`src/rtl/awc_defs.vh`:
```
// Register offsets, field positions, reset values and encodings of the window comparator.
`ifndef AWC_DEFS_VH
`define AWC_DEFS_VH

`define AWC_CHANNELS 8
`define AWC_DATA_W 12
`define AWC_ADDR_W 8

// ----------------------------------------------------------------
// Register offsets
// ----------------------------------------------------------------
`define AWC_OFF_CTRL 8'h00
`define AWC_OFF_ALARM_MASK 8'h04
`define AWC_OFF_FLAG_SUMMARY 8'h08
`define AWC_OFF_HIGH_FLAG 8'h0C
`define AWC_OFF_LOW_FLAG 8'h10
`define AWC_OFF_IRQ_STATUS 8'h14
`define AWC_OFF_IRQ_CLEAR 8'h18
`define AWC_OFF_IRQ_ENABLE 8'h1C
`define AWC_PAGE_LIMIT 3'h1
`define AWC_PAGE_CFG 3'h2
`define AWC_PAGE_COUNTER 3'h3

// ----------------------------------------------------------------
// Field positions
// ----------------------------------------------------------------
`define AWC_CTRL_REGION_BIT 0
`define AWC_UPPER_LSB 0
`define AWC_UPPER_MSB 11
`define AWC_LOWER_LSB 16
`define AWC_LOWER_MSB 27
`define AWC_COUNT_LSB 0
`define AWC_COUNT_MSB 3
`define AWC_MARGIN_LSB 4
`define AWC_MARGIN_MSB 7
`define AWC_MARGIN_SHIFT 3

// ----------------------------------------------------------------
// Reset values and encodings
// ----------------------------------------------------------------
`define AWC_RST_UPPER 12'hFFF
`define AWC_RST_LOWER 12'h000
`define AWC_RST_COUNT 4'h0
`define AWC_RST_MARGIN 4'h0
`define AWC_RST_MASK 8'h00
`define AWC_REGION_OUTSIDE 1'b0
`define AWC_REGION_INSIDE 1'b1

`endif

```
`src/rtl/awc_channel.v`:
```
// One channel of the window comparator: violation test, hysteresis and consecutive counter.
`include "awc_defs.vh"

module awc_channel (
    // Clock, reset and enable
    input wire clock,
    input wire nrst,
    input wire ce,
    // New result for this channel
    input wire sample,
    input wire [11:0] data,
    // Settings
    input wire region,
    input wire [11:0] upperLimit,
    input wire [11:0] lowerLimit,
    input wire [3:0] violationCount,
    input wire [3:0] bandMargin,
    // Results
    output reg setHigh,
    output reg setLow,
    output reg [3:0] runCount
);

    // ----------------------------------------------------------------
    // Comparison
    // ----------------------------------------------------------------
    // Thirteen bits keep margin arithmetic free of wrap-around at the scale ends.
    wire [12:0] value = {1'b0, data};
    wire [12:0] upper = {1'b0, upperLimit};
    wire [12:0] lower = {1'b0, lowerLimit};
    wire [12:0] margin = {6'h00, bandMargin, 3'h0};
    wire aboveUpper = value > upper;
    wire belowLower = value < lower;
    wire insideBand = !aboveUpper && !belowLower;
    wire outsideViol = aboveUpper || belowLower;
    wire violation = (region == `AWC_REGION_INSIDE) ? insideBand : outsideViol;
    // Return test: back in the band by at least the margin (inside mode: out by the margin).
    wire backOutside = (value + margin <= upper) && (value >= lower + margin);
    wire backInside = (value > upper + margin) || (value + margin < lower);
    wire returned = (region == `AWC_REGION_INSIDE) ? backInside : backOutside;

    // ----------------------------------------------------------------
    // Consecutive counter
    // ----------------------------------------------------------------
    always @(posedge clock or negedge nrst) begin
        if (!nrst) begin
            runCount <= 4'h0;
            setHigh <= 1'b0;
            setLow <= 1'b0;
        end else if (ce) begin
            setHigh <= 1'b0;
            setLow <= 1'b0;
            if (sample) begin
                if (violation) begin
                    if (runCount == violationCount) begin
                        runCount <= 4'h0;
                        if (region == `AWC_REGION_INSIDE) begin
                            setHigh <= 1'b1;
                            setLow <= 1'b1;
                        end else begin
                            setHigh <= aboveUpper;
                            setLow <= belowLower;
                        end
                    end else begin
                        runCount <= runCount + 4'h1;
                    end
                end else if (returned) begin
                    runCount <= 4'h0;
                end
            end
        end
    end

endmodule // awc_channel

```
`src/rtl/awc_window_top.v`:
```
// Eight-channel digital window comparator with flags, alarm pin and APB registers.
`include "awc_defs.vh"

module awc_window_top (
    // Clock, reset and enable
    input wire clock,
    input wire nrst,
    input wire ce,
    // APB slave
    input wire psel,
    input wire penable,
    input wire pwrite,
    input wire [7:0] paddr,
    input wire [31:0] pwdata,
    output reg [31:0] prdata,
    output wire pready,
    output wire pslverr,
    // Conversion results
    input wire resultValid,
    input wire [2:0] resultChannel,
    input wire [11:0] resultData,
    // Open-drain alarm pin, active low
    output wire alarmN,
    output wire alarmNOe,
    // Interrupt
    output wire irq
);

    // ----------------------------------------------------------------
    // Settings and state
    // ----------------------------------------------------------------
    reg detectRegionSelect;
    reg [7:0] alarmChannelMask;
    reg [7:0] highFlag;
    reg [7:0] lowFlag;
    reg [7:0] irqStatus;
    reg [7:0] irqEnable;
    reg [11:0] upperLimitPerChannel [0:7];
    reg [11:0] lowerLimitPerChannel [0:7];
    reg [3:0] consecutiveViolationCount [0:7];
    reg [3:0] bandMarginSetting [0:7];
    wire [7:0] setHigh;
    wire [7:0] setLow;
    wire [31:0] runCounts;
    wire [7:0] flagSummary;
    wire [7:0] next_highFlag;
    wire [7:0] next_lowFlag;
    wire [7:0] next_irqStatus;

    // ----------------------------------------------------------------
    // APB decode
    // ----------------------------------------------------------------
    // The slave never inserts wait states; read data is captured in the setup cycle.
    wire setupPhase = psel && !penable;
    wire accessPhase = psel && penable;
    wire writeAccess = accessPhase && pwrite && ce;
    wire [2:0] page = paddr[7:5];
    wire [2:0] slot = paddr[4:2];
    wire lowAligned = (paddr[1:0] == 2'b00);
    reg mapped;
    reg [31:0] readValue;

    assign pready = 1'b1;
    assign pslverr = accessPhase && !mapped;

    always @* begin
        mapped = lowAligned;
        readValue = 32'h0000_0000;
        case (page)
            3'h0: begin
                case (paddr)
                    `AWC_OFF_CTRL: readValue = {31'h0000_0000, detectRegionSelect};
                    `AWC_OFF_ALARM_MASK: readValue = {24'h00_0000, alarmChannelMask};
                    `AWC_OFF_FLAG_SUMMARY: readValue = {24'h00_0000, flagSummary};
                    `AWC_OFF_HIGH_FLAG: readValue = {24'h00_0000, highFlag};
                    `AWC_OFF_LOW_FLAG: readValue = {24'h00_0000, lowFlag};
                    `AWC_OFF_IRQ_STATUS: readValue = {24'h00_0000, irqStatus};
                    `AWC_OFF_IRQ_CLEAR: readValue = 32'h0000_0000;
                    `AWC_OFF_IRQ_ENABLE: readValue = {24'h00_0000, irqEnable};
                    default: mapped = 1'b0;
                endcase
            end
            `AWC_PAGE_LIMIT: begin
                readValue = {4'h0, lowerLimitPerChannel[slot], 4'h0, upperLimitPerChannel[slot]};
            end
            `AWC_PAGE_CFG: begin
                readValue = {24'h00_0000, bandMarginSetting[slot],
                    consecutiveViolationCount[slot]};
            end
            `AWC_PAGE_COUNTER: begin
                readValue = {28'h000_0000, runCounts[slot * 4 +: 4]};
            end
            default: mapped = 1'b0;
        endcase
    end

    always @(posedge clock or negedge nrst) begin
        if (!nrst) begin
            prdata <= 32'h0000_0000;
        end else if (ce && setupPhase) begin
            prdata <= (!pwrite && mapped) ? readValue : 32'h0000_0000;
        end
    end

    // ----------------------------------------------------------------
    // Global settings
    // ----------------------------------------------------------------
    wire wrCtrl = writeAccess && (paddr == `AWC_OFF_CTRL);
    wire wrMask = writeAccess && (paddr == `AWC_OFF_ALARM_MASK);
    wire wrHighFlag = writeAccess && (paddr == `AWC_OFF_HIGH_FLAG);
    wire wrLowFlag = writeAccess && (paddr == `AWC_OFF_LOW_FLAG);
    wire wrIrqClear = writeAccess && (paddr == `AWC_OFF_IRQ_CLEAR);
    wire wrIrqEnable = writeAccess && (paddr == `AWC_OFF_IRQ_ENABLE);

    always @(posedge clock or negedge nrst) begin
        if (!nrst) begin
            detectRegionSelect <= `AWC_REGION_OUTSIDE;
            alarmChannelMask <= `AWC_RST_MASK;
            irqEnable <= 8'h00;
        end else if (ce) begin
            if (wrCtrl) begin
                detectRegionSelect <= pwdata[`AWC_CTRL_REGION_BIT];
            end
            if (wrMask) begin
                alarmChannelMask <= pwdata[7:0];
            end
            if (wrIrqEnable) begin
                irqEnable <= pwdata[7:0];
            end
        end
    end

    // ----------------------------------------------------------------
    // Per-channel settings and comparators
    // ----------------------------------------------------------------
    genvar ch;
    generate
        for (ch = 0; ch < `AWC_CHANNELS; ch = ch + 1) begin : gChan
            wire wrLimit = writeAccess && (page == `AWC_PAGE_LIMIT) && lowAligned
                && (slot == ch);
            wire wrCfg = writeAccess && (page == `AWC_PAGE_CFG) && lowAligned
                && (slot == ch);
            wire sample = ce && resultValid && (resultChannel == ch);

            always @(posedge clock or negedge nrst) begin
                if (!nrst) begin
                    upperLimitPerChannel[ch] <= `AWC_RST_UPPER;
                    lowerLimitPerChannel[ch] <= `AWC_RST_LOWER;
                    consecutiveViolationCount[ch] <= `AWC_RST_COUNT;
                    bandMarginSetting[ch] <= `AWC_RST_MARGIN;
                end else if (ce) begin
                    if (wrLimit) begin
                        upperLimitPerChannel[ch] <= pwdata[`AWC_UPPER_MSB:`AWC_UPPER_LSB];
                        lowerLimitPerChannel[ch] <= pwdata[`AWC_LOWER_MSB:`AWC_LOWER_LSB];
                    end
                    if (wrCfg) begin
                        consecutiveViolationCount[ch] <= pwdata[`AWC_COUNT_MSB:`AWC_COUNT_LSB];
                        bandMarginSetting[ch] <= pwdata[`AWC_MARGIN_MSB:`AWC_MARGIN_LSB];
                    end
                end
            end

            awc_channel uChannel (
                .clock(clock),
                .nrst(nrst),
                .ce(ce),
                .sample(sample),
                .data(resultData),
                .region(detectRegionSelect),
                .upperLimit(upperLimitPerChannel[ch]),
                .lowerLimit(lowerLimitPerChannel[ch]),
                .violationCount(consecutiveViolationCount[ch]),
                .bandMargin(bandMarginSetting[ch]),
                .setHigh(setHigh[ch]),
                .setLow(setLow[ch]),
                .runCount(runCounts[ch * 4 +: 4])
            );
        end
    endgenerate

    // ----------------------------------------------------------------
    // Flags and interrupt
    // ----------------------------------------------------------------
    // A flag being set in the same cycle as its clear survives the clear.
    assign next_highFlag = (highFlag & ~(wrHighFlag ? pwdata[7:0] : 8'h00)) | setHigh;
    assign next_lowFlag = (lowFlag & ~(wrLowFlag ? pwdata[7:0] : 8'h00)) | setLow;
    assign next_irqStatus = (irqStatus & ~(wrIrqClear ? pwdata[7:0] : 8'h00))
        | setHigh | setLow;

    always @(posedge clock or negedge nrst) begin
        if (!nrst) begin
            highFlag <= 8'h00;
            lowFlag <= 8'h00;
            irqStatus <= 8'h00;
        end else if (ce) begin
            highFlag <= next_highFlag;
            lowFlag <= next_lowFlag;
            irqStatus <= next_irqStatus;
        end
    end

    assign flagSummary = highFlag | lowFlag;
    assign irq = |(irqStatus & irqEnable);

    // ----------------------------------------------------------------
    // Alarm pin
    // ----------------------------------------------------------------
    // The pin is only ever pulled low; an external pull-up gives the idle high level.
    assign alarmN = 1'b0;
    assign alarmNOe = |(flagSummary & alarmChannelMask);

endmodule // awc_window_top

```
`config.mk`:
```
export PLATFORM = sky130hd
export DESIGN_NAME = awc_window_top
export DESIGN_NICKNAME = d
export VERILOG_FILES = /design/src/rtl/awc_channel.v /design/src/rtl/awc_window_top.v
export VERILOG_INCLUDE_DIRS = /design/src /design/src/rtl
export SDC_FILE = /design/constraint.sdc
export NUM_CORES = 2
export LEC_CHECK = 0
export ABC_AREA = 0
export BUFFER_PORTS_ARGS = -buffer_cell sky130_fd_sc_hd__buf_2
export CAP_MARGIN = 0
export CORE_ASPECT_RATIO = 1.4
export CORE_UTILIZATION = 48
export DETAILED_ROUTE_END_ITERATION = 12
export PLACE_DENSITY = 0.64
export SYNTH_ARGS = -nofsm -noshare
export SYNTH_HDL_FRONTEND = slang
export SYNTH_SLANG_ARGS = --single-unit
```
`constraint.sdc`:
```
create_clock -name clock -period 3.3 [get_ports clock]
set_input_delay 0.165 -clock clock [delete_from_list [all_inputs] [get_ports clock]]
set_output_delay 0.165 -clock clock [all_outputs]
set_load 0.03 [all_outputs]
```
==> results_dict.tcl <==
set metrics [dict create \
    outcome "complete, but fails checks" \
    grt_overflow 0 \
    clockBufferDepth 3 \
    crit_path_cell_trace "buf_6 -> ha_4 -> a21o_1 -> a21o_1 -> a21oi_2 -> nor2_1 -> xor2_1 -> ha_1 -> nand4_1 -> a21oi_2 -> nor3_2 -> a21oi_2 -> a311oi_2 -> buf_4 -> a21boi_4 -> or2_4 -> mux2_4" \
    synthArstFlopShare 1.00 \
    violations "setup timing" \
    setup-violations-final 32 \
    grt_pass1_vias 31600 \
    synth_edf_count 0 \
    cp_slowest_stage_delay_ns 0.42 \
    wl_per_cell_um 25.1 \
    yosysTopAreaCellShare 0.213 \
    yosys.cell_types.count 91 \
    clk_pin_slew_ns 0.07 \
    pin_count 99 \
    post_synth_main_area_contributors "ha_1, dfrtp_1, dfstp_2" \
    synthesis.yosys.warnings 0 \
    cts_sinks 369 \
    syn_inst 3557 \
    timing.hold.worst.class "in2reg" \
    min_period_ns 3.77 \
    place.detailed.hpwl_um 101000 \
    tritoncts.num_buffers 39 \
    placement.setup.worst_slack_ns -0.945 \
    cts-htree-levels 2 \
    initial_core_util 0.486 \
    chipHeight_um 318 \
    portBuffers 80 \
    cts_tree "built" \
    clock_skew_ns 0.0308 \
    post-route-drc-count 0 \
    fp.dieArea_um2 72500 \
    drt_iter0_markers 2322 \
    most_used_flip_flop_cell_after_synthesis "dfrtp_1" \
    vias_after_detailed_routing 31300 \
    yosys_top_cell_by_area "ha_1" \
    final.period_utilization 1.14 \
    critPathSlowestCell "dfrtp_1" \
    globalplace.congestion 1.03 \
    netlist_top_cells_count "ha_1, inv_1, nand2_1, dfrtp_1, o21ai_0" \
    grt_max_degree 86 \
    synth_seq_cells 369 \
    end_kind "flip-flop" \
    hold_path_startpoint "paddr[7]" \
    timing.hold.ws_ns 0.0209 \
    fillers 6141 \
    groute.usage.overall 0.352 \
    setup.worst_path.class "reg2reg" \
    post_synth_instance_area_um2 34300 \
    setup_ws_ns -0.471 \
    hold_viol_final 0 \
    critPathMaxFanout 3 \
    floorplan.die.width_um 228 \
    maxSlewViolCount 0 \
    finalNetCount 4844 \
    num_rows 115 \
    finalWirelength_um 129000 \
    yosys.cell_count.top_type "ha_1" \
    detail_route.vias_per_cell 6.09 \
    cp_data_required_time_ns 3.77 \
    power_leakage_nw 20.3 \
    antenna_found_initial 4 \
    drt.antenna.violating_nets 0 \
    first_pass_iters 7 \
    tightest_slew_ns 0.815 \
    first_pass_grt_wire_length_um 191000 \
    irDropWorstVdd_uv 304 \
    maxClockFrequency_mhz 265 \
    critical_path_arrival_ns 4.24 \
    floorplan.core_area_um2 70500 \
    synth.avg_cell_area_um2 9.64 \
    critical_path.top_delay_family "compound AO/OA/AOI/OAI gates" \
    maxSlewHeadroom 0.457 \
    clock_tree.root_cell "clkbuf_16" \
    worstReg2RegStart "bandMarginSetting[13]$_DFFE_PN0P_" \
    ys_seq_area_frac 0.273 \
    power.density_nw_per_um2 298 \
    rsz0062_at_grt "yes" \
    drv.max_cap_violation_count 0 \
    clock_latency_ns 0.60 \
    report.power.total_mw 12.8 \
    crit_path_start_kind "flip-flop" \
    area_delta_synth_final_pct 24.8 \
    timing.critical_path.mode_cell "a21oi_2" \
    final_layout_size_suffix_gt1_frac 0.323 \
    crit_path_start "bandMarginSetting[13]$_DFFE_PN0P_" \
    worst-path-buf-inv 2 \
]
[cells by family after synthesis]
kind of cell               share of synthesized area
AOI/OAI and AO/OA                              0.161
and+or+nand+nor                                0.117
adders and majority gates                      0.227
buffers and inverters                         0.0477
DFF                                            0.273
muxes                                          0.123
xor gates and xnor gates                      0.0511
other                                       0.000219
[final cells by class]
| class | instances | area, µm² | share of cell area |
|---|---|---|---|
| timing repair buffer | 675 | 5170 | 0.121 |
| multi-input combinational | 2783 | 24600 | 0.574 |
| clock inverter | 22 | 300 | 0.00702 |
| sequential | 369 | 9370 | 0.219 |
| tap | 936 | 1170 | 0.0274 |
| antenna | 3 | 7.51 | 0.000175 |
| inverter | 306 | 1150 | 0.0268 |
| clock buffer | 50 | 1070 | 0.0250 |
[routing by layer]
layer / GRT usage / vias up / share of wire
met5: 0 / - / 0
li1: - / 14300 / -
met4: 0.277 / 0 / 0.088
met2: 0.603 / 1229 / 0.49
met1: 0.395 / 15300 / 0.37
met3: 0.0448 / 456 / 0.061
[cell usage in the layout (no fill, tap or decap), types with 96 or more instances in the layout]
master and count:
nor2_1 129, a21oi_1 157, inv_1 290, o21ai_0 203, ha_1 554, nand2_1 273, mux2_2 184, buf_4 546
dfstp_2 96, dfrtp_1 259, a21o_1 113, xnor2_1 137
[per-stage QoR]
step           TNS (ns)  instances   util  instance area (µm²)
6_report          -8.99       5144  0.607                42800
2_1_floorplan    -0.629       3565      -                34500
4_1_cts           -8.47       5128  0.599                42200
5_1_grt          -13.06       5143  0.607                42800
3_5_place_dp     -18.27       5008  0.565                39800
3_3_place_gp     -17.15       5008  0.565                39800
[where the power goes]
group	internal (mW)	switching [mW]	leakage, nW
clock	2.74	2.14	0.667
sequential	4.68	0.213	4.39
combinational	1.32	1.67	15.2
[flip-flops by register name, indices dropped and copies added, names as in the netlist]
name	count
lowerLimitPerChannel	96
upperLimitPerChannel	96
bandMarginSetting	32
consecutiveViolationCount	32
gChan.uChannel.runCount	32
prdata	24
alarmChannelMask	8
gChan.uChannel.setHigh	8
gChan.uChannel.setLow	8
highFlag	8
irqEnable	8
irqStatus	8
lowFlag	8
detectRegionSelect	1
[repair_timing]
action                                  CTS  global route
setup buffers                            32            17
pin swaps                               122           112
gates resized for setup                 171            96
endpoints found under the setup margin   32            32
hold buffers                             18             0
hold endpoints to repair                139             0
[worst paths after layout]
path                                                              to  slack, ns  depth (start not counted)
max in group asynchronous       upperLimitPerChannel[32]$_DFFE_PN1P_       2.18                          3
max reg2reg                gChan[4].uChannel.runCount[0]$_DFFE_PN0P_      -0.47                         17
max                        gChan[4].uChannel.runCount[0]$_DFFE_PN0P_      -0.47                         17
min                                            prdata[0]$_DFFE_PN0P_       0.02                          3
min in group asynchronous       lowerLimitPerChannel[13]$_DFFE_PN0P_       0.22                          2
min reg2reg                                    prdata[7]$_DFFE_PN0P_       0.48                          2
[tightest hold or removal path, delay by kind of cell]
| kind | cells | cell delay [ns] |
|---|---|---|
| AO/OA/AOI/OAI | 2 | 0.26 |
| buffers and inverters | 1 | 0.15 |
(Power assumes the default switching activity.)
